**config.mk**
```make
export PLATFORM = sky130hd
export DESIGN_NAME = pvs_panel_seq
export DESIGN_NICKNAME = d
export VERILOG_FILES = /design/src/pvs_pkg.sv /design/src/pvs_ms_tick.sv /design/src/pvs_panel_seq.sv
export SDC_FILE = /design/constraint.sdc
export NUM_CORES = 1
export LEC_CHECK = 0
export BUFFER_PORTS_ARGS = -buffer_cell sky130_fd_sc_hd__buf_4
export CORE_ASPECT_RATIO = 0.75
export CORE_MARGIN = 2
export CORE_UTILIZATION = 48
export DETAILED_ROUTE_END_ITERATION = 8
export HOLD_SLACK_MARGIN = 0.02
export PLACE_DENSITY = 0.74
export SLEW_MARGIN = 25
export SYNTH_ARGS = -nofsm -noshare
export SYNTH_HDL_FRONTEND = slang
export SYNTH_HIERARCHICAL = 1
export SYNTH_SLANG_ARGS = --single-unit
```
**constraint.sdc**
```tcl
create_clock -name i_sys_clk -period 2 [get_ports i_sys_clk]
set_clock_uncertainty 0.15 [all_clocks]
set_input_delay 0.2 -clock i_sys_clk [delete_from_list [all_inputs] [get_ports i_sys_clk]]
set_output_delay 0.2 -clock i_sys_clk [all_outputs]
set_load 0.005 [all_outputs]
```
**src/pvs_pkg.sv**
```systemverilog
// Shared constants and carrier types for the panel power and video sequencer
package pvs_pkg;

  // Timebase: millisecond tick from the 250 MHz system clock
  localparam int CLK_PERIOD_PS = 4000;
  localparam int MS_IN_PS      = 1_000_000_000;
  localparam int CYCLES_PER_MS = MS_IN_PS / CLK_PERIOD_PS;

  // Sequencing limits in milliseconds
  localparam int BLACK_MAX_MS  = 200;
  localparam int HPD_MAX_MS    = 200;
  localparam int SHOW_MAX_MS   = 50;

  // Chosen delays, kept inside the limits above
  localparam int HPD_DELAY_MS  = 20;
  localparam int VALIDATE_MS   = 16;
  localparam int MS_CNT_W      = 8;

  // Sideband register map
  localparam int         AUX_ADDR_W               = 20;
  localparam logic [19:0] VIDEO_DETECT_STATUS_ADDR = 20'h0_0205;
  localparam int         VIDEO_DETECT_BIT         = 0;
  localparam logic [7:0] VIDEO_DETECT_RESET       = 8'h00;

  typedef struct packed {
    logic                  req;
    logic                  wr;
    logic [AUX_ADDR_W-1:0] addr;
  } pvs_aux_req_t;

  typedef struct packed {
    logic       ack;
    logic       nak;
    logic [7:0] rdata;
  } pvs_aux_rsp_t;

endpackage

```
**src/pvs_ms_tick.sv**
```systemverilog
// Free-running millisecond tick generator
`timescale 1ns/1ps
module pvs_ms_tick #(
  parameter int CYCLES_PER_MS = pvs_pkg::CYCLES_PER_MS
) (
  input  wire logic i_sys_clk,
  input  wire logic i_reset_n,
  output logic      o_tick
);
  import pvs_pkg::*;

  localparam int CW = $clog2(CYCLES_PER_MS + 1);

  logic [CW-1:0] cnt_r;
  logic [CW-1:0] cnt_nxt;
  wire           wrap;

  assign wrap    = (cnt_r == CW'(CYCLES_PER_MS - 1));
  assign cnt_nxt = wrap ? '0 : cnt_r + 1'b1;

  always_ff @(posedge i_sys_clk)
  begin
    if (!i_reset_n)
    begin
      cnt_r  <= '0;
      o_tick <= 1'b0;
    end
    else
    begin
      cnt_r  <= cnt_nxt;
      o_tick <= wrap;
    end
  end
endmodule // pvs_ms_tick

```
**src/pvs_panel_seq.sv**
```systemverilog
// Sink-side panel power-up and video sequencer with status byte
`timescale 1ns/1ps
module pvs_panel_seq #(
  parameter int CYCLES_PER_MS = pvs_pkg::CYCLES_PER_MS,
  parameter int HPD_DELAY_MS  = pvs_pkg::HPD_DELAY_MS,
  parameter int VALIDATE_MS   = pvs_pkg::VALIDATE_MS
) (
  input  wire logic                   i_sys_clk,
  input  wire logic                   i_reset_n,
  input  wire logic                   i_video_valid,
  input  wire logic                   i_no_video_flag,
  input  wire logic                   i_black_disable,
  input  wire pvs_pkg::pvs_aux_req_t  i_aux_req,
  output logic                        o_hpd,
  output logic                        o_black_video,
  output logic                        o_video_shown,
  output pvs_pkg::pvs_aux_rsp_t       o_aux_rsp
);
  import pvs_pkg::*;

  localparam logic [MS_CNT_W-1:0] HPD_LIM = MS_CNT_W'(HPD_DELAY_MS);
  localparam logic [MS_CNT_W-1:0] VAL_LIM = MS_CNT_W'(VALIDATE_MS);

  typedef enum logic [1:0] {
    ST_POWERUP,
    ST_BLACK,
    ST_VALIDATE,
    ST_SHOW
  } pvs_state_t;

  ////////////////////////////////////////////////////////////////////////////
  // Timebase
  logic tick;

  pvs_ms_tick #(
    .CYCLES_PER_MS (CYCLES_PER_MS)
  ) u_ms_tick (
    .i_sys_clk (i_sys_clk),
    .i_reset_n (i_reset_n),
    .o_tick    (tick)
  );

  ////////////////////////////////////////////////////////////////////////////
  // Sequencing state
  pvs_state_t          state_r;
  pvs_state_t          state_nxt;
  logic [MS_CNT_W-1:0] ms_r;
  logic [MS_CNT_W-1:0] ms_nxt;

  wire vid_ok;
  wire shown_nxt;
  wire black_nxt;
  wire hpd_nxt;

  // Flag wins over a valid stream: no stream means black unless i_black_disable is set
  assign vid_ok    = i_video_valid & ~i_no_video_flag;

  always_comb
  begin
    state_nxt = state_r;
    ms_nxt    = ms_r;
    case (state_r)
      ST_POWERUP:
        if (tick)
        begin
          if (ms_r == HPD_LIM - 1'b1)
          begin
            state_nxt = ST_BLACK;
            ms_nxt    = '0;
          end
          else
          begin
            ms_nxt = ms_r + 1'b1;
          end
        end
      ST_BLACK:
        if (vid_ok)
        begin
          state_nxt = ST_VALIDATE;
          ms_nxt    = '0;
        end
      ST_VALIDATE:
        if (!vid_ok)
        begin
          state_nxt = ST_BLACK;
        end
        else if (tick)
        begin
          if (ms_r == VAL_LIM - 1'b1)
          begin
            state_nxt = ST_SHOW;
          end
          else
          begin
            ms_nxt = ms_r + 1'b1;
          end
        end
      ST_SHOW:
        if (!vid_ok)
        begin
          state_nxt = ST_BLACK;
        end
      default:
        state_nxt = ST_POWERUP;
    endcase
  end

  assign hpd_nxt   = (state_nxt != ST_POWERUP);
  assign shown_nxt = (state_nxt == ST_SHOW);
  // Debug override only; production straps it low
  assign black_nxt = ~shown_nxt & ~i_black_disable;

  always_ff @(posedge i_sys_clk)
  begin
    if (!i_reset_n)
    begin
      state_r       <= ST_POWERUP;
      ms_r          <= '0;
      o_hpd         <= 1'b0;
      o_black_video <= 1'b1;
      o_video_shown <= 1'b0;
    end
    else
    begin
      state_r       <= state_nxt;
      ms_r          <= ms_nxt;
      o_hpd         <= hpd_nxt;
      o_black_video <= black_nxt;
      o_video_shown <= shown_nxt;
    end
  end

  ////////////////////////////////////////////////////////////////////////////
  // Sideband register port
  pvs_aux_rsp_t rsp_nxt;
  wire          status_hit;
  wire [7:0]    status_byte;
  wire          ack_nxt;
  wire          nak_nxt;
  wire [7:0]    rdata_nxt;

  assign status_hit  = ~i_aux_req.wr &
                       (i_aux_req.addr == VIDEO_DETECT_STATUS_ADDR);
  assign status_byte = VIDEO_DETECT_RESET |
                       (8'(o_video_shown) << VIDEO_DETECT_BIT);
  // Polls before hot-plug are refused, never acted on
  assign ack_nxt   = i_aux_req.req & o_hpd;
  assign nak_nxt   = i_aux_req.req & ~o_hpd;
  assign rdata_nxt = (ack_nxt & status_hit) ? status_byte : 8'h00;
  assign rsp_nxt   = '{ack: ack_nxt, nak: nak_nxt, rdata: rdata_nxt};

  always_ff @(posedge i_sys_clk)
  begin
    if (!i_reset_n)
    begin
      o_aux_rsp <= '0;
    end
    else
    begin
      o_aux_rsp <= rsp_nxt;
    end
  end

  ////////////////////////////////////////////////////////////////////////////
  // Checking helpers
  logic [MS_CNT_W-1:0] up_ms_r;
  logic [MS_CNT_W-1:0] valid_ms_r;

  always_ff @(posedge i_sys_clk)
  begin
    if (!i_reset_n)
    begin
      up_ms_r    <= '0;
      valid_ms_r <= '0;
    end
    else
    begin
      if (tick && up_ms_r != '1)
        up_ms_r <= up_ms_r + 1'b1;
      if (!vid_ok || !o_hpd)
        valid_ms_r <= '0;
      else if (tick && valid_ms_r != '1)
        valid_ms_r <= valid_ms_r + 1'b1;
    end
  end
endmodule // pvs_panel_seq

```
==> results of run 1 <==
## per-stage QoR
step           setup WS, ns  setup TNS [ns]  cells  hold WS [ns]
2_1_floorplan       0.00730               0    219         0.164
3_3_place_gp         0.0329               0    312         0.266
3_5_place_dp        -0.0417         -0.0799    312         0.266
4_1_cts            -0.00465        -0.00465    324        0.0247
5_1_grt             -0.0330         -0.0532    325        0.0335
6_report             0.0347               0    325        0.0296
## per-layer routing
| layer | global-route usage | vias to the layer above | part of all wire |
|---|---|---|---|
| met5 | 0 | - | 0 |
| met4 | 0.0675 | 0 | 0.0078 |
| met3 | 0.0623 | 4 | 0.086 |
| met2 | 0.314 | 81 | 0.40 |
| met1 | 0.283 | 814 | 0.50 |
| li1 | - | 892 | - |
## cells in the final DEF, fill, tap and decap left out, drive strengths merged, types with 3 or more instances in the layout
cell	Yosys	routed
nor2	29	29
nor3	6	6
nand3	7	7
ha	6	6
dlygate4sd3	0	4
a221oi	5	5
conb	1	7
nand2b	3	3
xnor2	14	14
buf	8	51
nand2	16	16
o32ai	3	3
nor4	7	7
nand4	10	10
nor2b	3	3
o22ai	5	5
or3	5	5
nor4b	5	5
o21ai	4	4
inv	8	8
clkbuf	1	6
a21oi	5	5
dfxtp	35	35
## final timing paths
kind / to / depth (start not counted)
hold / removal: o_aux_rsp[0] / 4
setup reg to reg: ms_r[3] / 6
setup / recovery: ms_r[3] / 6
hold reg to reg: o_aux_rsp[8] / 1
## sequential cells by signal, summed over array words and instances (netlist names)
name,flops
u_ms_tick/o_tick,1
o_video_shown,1
ms_r,8
o_black_video,1
o_aux_rsp,3
state_r,2
o_hpd,1
u_ms_tick/cnt_r,18
## cell type report
cell class,instances,area [um2]
clock inverters,2,35.0
clock buffers,6,82.6
well taps,52,65.1
flip-flops and latches,35,704
fillers,300,1170
repair buffers,55,427
inverters,8,30.0
multi-input cells,167,1170
## power breakdown
part,internal [mW],switching (mW)
clock network,0.403,0.255
logic,0.0572,0.0401
registers,0.704,0.00765
total,1.16,0.303
## logic make-up after synthesis
logic type | synth area share
AND/OR/NAND/NOR | 0.302
AO/OA/AOI/OAI | 0.158
flip-flops | 0.375
buffers and inverters | 0.0522
XOR/XNOR | 0.0703
adder cells (fa/ha/maj) | 0.0402
other | 0.00201
## worst min-delay path: stages
cell     delay [ns]
buf_4          0.08
nor4b_1        0.04
nand4_1        0.07
nor2_1         0.04
## what timing repair did
action                                  in CTS  in global routing
endpoints found under the hold margin        3                  0
resized for setup                            4                  9
endpoints found under the setup margin       4                 20
buffers inserted                             0                  1
hold buffers                                 4                  0
pin swaps                                    1                  6
==> metrics.txt, run 1 <==
Die X around 76 um; CP endpoint kind flop; pwr dens between 500 and 600 nW/um2; fraction of registers with async set or reset after synthesis 0; Tmin final 1.97 ns; Port Buffer Count 32; maximum clock rate between 0.5 and 0.6 GHz; final hold vios 0; Layout Utilization 0.683; number of global-route vias before repair 1,625; number of diodes 0; antenna violations before repair 0; Max Slew Vio Count 0; Synth Instances ~210; CP max stage delay 0.36 ns; DR vias/cell approximately 5.5; RR Startpoint state_r[1]; die footprint 4410 um2; Clk pin slew, worst setup/hold paths 0.07 ns; layout cells sized above 1 0.293; gp weighted congestion approximately 0.85; first drt pass iteration count 4; CP Class flop to flop; Finished Cell Area 2510 um2; Worst Setup SP state_r[1]; Tightest Hold Check Type primary input to flop; RSZ-0062 raised after global routing true; largest net degree at the start of global routing 18; #FFs+latches synth 35; critical path buffer and inverter count 1; synth unique cells 48; overall power 1.47 mW; WL per Instance 13.4 um; critical path launch point type flop; critical path, cell by cell buf_4 > ha_1 > o21bai_2 > a211oi_2 > o21ai_4 > o32ai_1; chip height ~58 um; Rows 19; Starting Density 0.507; CTS Buffer Depth 2; leakage 0.945 nW; Post-layout nets ~300; CTS Sinks 35; CP arrival 2.00 ns; number of nets with antenna violations after routing 0; period utilization 0.983; Synth area leaders dfxtp_1 38%, xnor2_1 6.6%, nor2_1 5.8%, ha_1 4.0%, nand2_1 3.2%; reg2reg setup slack approximately 0.035 ns; drt total wl around 4.3 mm; Slowest-stage cell, CP a211oi_2; MaxCap Viol Count 0; Root Driver clkbuf_8; leading register cell type out of synthesis dfxtp_1; hold path start i_aux_req[7]; status complete, no violations; VDD IR max roughly 500 uV; Placed Area 2290 um2; DRC 0; CP required 2.04 ns; DP Wirelength between 3 and 4 mm; total track usage 0.206; I/O pin count 40; Synth Cell Area 1870 um2; Setup violations, final 0; global-route wire length before repair about 7.3 mm; sequential fraction of the synthesis area 0.375; post-synth top area share 0.375; synth warn 6; CP max FO 7; most common cell in the netlist dfxtp_1; DR iter-0 viols 127; mean cell area of the mapped netlist 8.77 um2; H-tree depth 2; Core Area 3680 um2; Yosys top cell by area dfxtp_1; global route overflow 0; CTS tree built; Skew-Pair Late Insertion Delay 0.28 ns; crit-path leading delay family compound AO/OA/AOI/OAI gates; TritonCTS buffer count 5; Area Growth Syn to Fin 34.6%; EDFF count, synth 0; synth cell count leaders 35 x dfxtp_1, 29 x nor2_1, 16 x nand2_1, 14 x xnor2_1, 9 x nand4_1; via count 1,791
No activity file was read; power rests on OpenSTA's default activity.
==> inputs of run 2 (changes only) <==
--- a/config.mk
+++ b/config.mk
@@ -12,6 +12,7 @@
 export DETAILED_ROUTE_END_ITERATION = 8
 export HOLD_SLACK_MARGIN = 0.02
 export PLACE_DENSITY = 0.74
+export SKIP_LAST_GASP = 1
 export SLEW_MARGIN = 25
 export SYNTH_ARGS = -nofsm -noshare
 export SYNTH_HDL_FRONTEND = slang
==> constraint.sdc (replaced) <==
create_clock -name i_sys_clk -period 1.7 [get_ports i_sys_clk]
set_clock_uncertainty 0.15 [all_clocks]
set_input_delay 0.17 -clock i_sys_clk [delete_from_list [all_inputs] [get_ports i_sys_clk]]
set_output_delay 0.17 -clock i_sys_clk [all_outputs]
set_load 0.005 [all_outputs]
==> run 2 against run 1 <==
The run now ends with negative setup slack left. Global-route usage increased by 8.2 points. Wire length increased by 77%. Setup slack got worse by 0.30 ns. Sequential power increased by 17%. Final area increased by 28%. Register-to-register slack got worse by 0.30 ns. Utilization increased by 19 points. Critical path depth unchanged. Non-clock buffer count increased by 55. Via count increased by 32%. Maximum frequency about the same. Combinational power increased by 110%.
==> metrics.txt, run 2 (synthesized netlist as in run 1, its figures left out) <==
status finished with violations; failing checks negative setup slack; I/O pin count 40; global-route wire length before repair about 9.9 mm; Rows 19; RSZ-0062 raised after global routing true; CP max stage delay approximately 0.4 ns; Root Driver clkbuf_8; global route overflow 0; overall power 1.86 mW; leakage 1.24 nW; Clk pin slew, worst setup/hold paths 0.08 ns; Fillers 152; CP arrival roughly 2.0 ns; largest net degree at the start of global routing 19; largest registers u_ms_tick/cnt_r (18), ms_r (8), o_aux_rsp (3); WL per Instance 20.2 um; total track usage 0.287; DRC 0; DR iter-0 viols about 330; pwr dens 578 nW/um2; critical path launch point type flop; Post-layout nets 360; Die X 76.0 um; multi-input logic area about 1300 um2; worst hold slack 0.0337 ns; Port Buffer Count 32; Core Area 3680 um2; Tightest Hold Check Type primary input to flop; CTS tree built; number of nets with antenna violations after routing 0; Placed Instances 340; Slowest-stage cell, CP or4_4; Max Slew Vio Count 0; pre-CTS WS -0.204 ns; CTS Sinks 35; antenna violations before repair 0; number of global-route vias before repair 2,017; Starting Density 0.507; Area Growth Syn to Fin 72.0%; period utilization 1.16; Tmin final 1.97 ns; final hold vios 0; CTS Buffer Depth 2; DR vias/cell 6.20; MaxCap Viol Count 0; CP max FO 7; largest register by flop count u_ms_tick/cnt_r; CP required between 1.5 and 2 ns; number of diodes 0; layout cells sized above 1 0.463; Skew-Pair Late Insertion Delay 0.31 ns; Worst Max-Slew Pin Slew 0.529 ns; critical path, cell by cell inv_4 > ha_4 > or4_4 > o21ba_4 > a221oi_2 > o22ai_1; first drt pass iteration count 5; Layout Utilization 0.872; H-tree depth 2; gp weighted congestion 0.802; via count ~2,400; post-route setup slack -0.266 ns; slew margin rel. 0.642; VDD IR max 532 uV; most frequent cells in the layout 82 x buf_4, 25 x dfxtp_1, 20 x dlygate4sd3_1, 16 x nor2_1, 16 x nand2_1; TritonCTS buffer count 5; CP Class flop to flop; commonest non-fill, non-tap cell in the layout buf_4; die footprint 4410 um2; number of flip-flops in the largest register 18; chip height a little under 60 um; maximum clock rate ~0.51 GHz; Reg area 718 um2; DP Wirelength 3.62 mm; CP endpoint kind flop; Setup violations, final 31; Non-Filler Instances 380; drt total wl between 7 and 8 mm
## run 2: changes by cell type in the layout (fill, tap and decap cells not counted), moves of 6 or more
cell and delta:
buf_4 +32, dfxtp_1 -7, dlygate4sd3_1 +16, nor2_1 -13, nor2_2 +7, nor2_4 +6
## run 2: worst max-delay path, delay by kind of cell, from the launching register on
family	cells	cell delay [ns]
DFF	1	0.38
buffers and inverters	1	0.05
and+or+nand+nor	1	0.41
AOI/OAI and AO/OA	3	0.62
adders and majority gates	1	0.23
## run 2: layout make-up
type	count	share of cell area
Clock buffer	6	0.0257
Clock inverter	2	0.0109
Inverter	8	0.0109
Multi-Input combinational cell	167	0.415
Sequential cell	35	0.224
Tap cell	52	0.0202
Timing Repair Buffer	110	0.293
## run 2: repair_timing
action,CTS,global route
hold endpoints to repair,4,1
setup endpoints to repair,31,32
gates cloned,0,3
resized for setup,8,33
setup buffers,0,9
hold buffers,20,1
pin swaps,7,11
## run 2: worst paths after layout
path | start | end | slack [ns] | cells after the start
hold / removal | i_reset_n | ms_r[4] | 0.03 | 3
setup / recovery | state_r[1] | ms_r[6] | -0.27 | 6
setup reg to reg | state_r[1] | ms_r[6] | -0.27 | 6
hold reg to reg | o_hpd | o_aux_rsp[8] | 0.35 | 1
## run 2: per-layer routing
layer | GRT usage | wire [um] | vias up
met2 | 0.476 | 3540 | 195
met3 | 0.0872 | 803 | 44
met4 | 0.114 | 260 | 0
li1 | - | - | 1010
met1 | 0.359 | 3070 | 1107
met5 | 0 | 0 | -
## run 2: power breakdown
group	total, mW	internal (mW)	leakage [nW]	switching (mW)
Clock	0.820	0.475	0.0612	0.345
Combinational	0.205	0.121	0.888	0.0841
Sequential	0.833	0.826	0.288	0.00732
Total	1.86	1.42	1.24	0.437
## run 2: through the flow
step	instance area [um2]	TNS, ns
floorplan	2010	-4.03
global placement	2610	-3.20
detailed placement	2610	-3.92
CTS	2960	-3.86
global route	3210	-7.45
finish	3210	-6.17
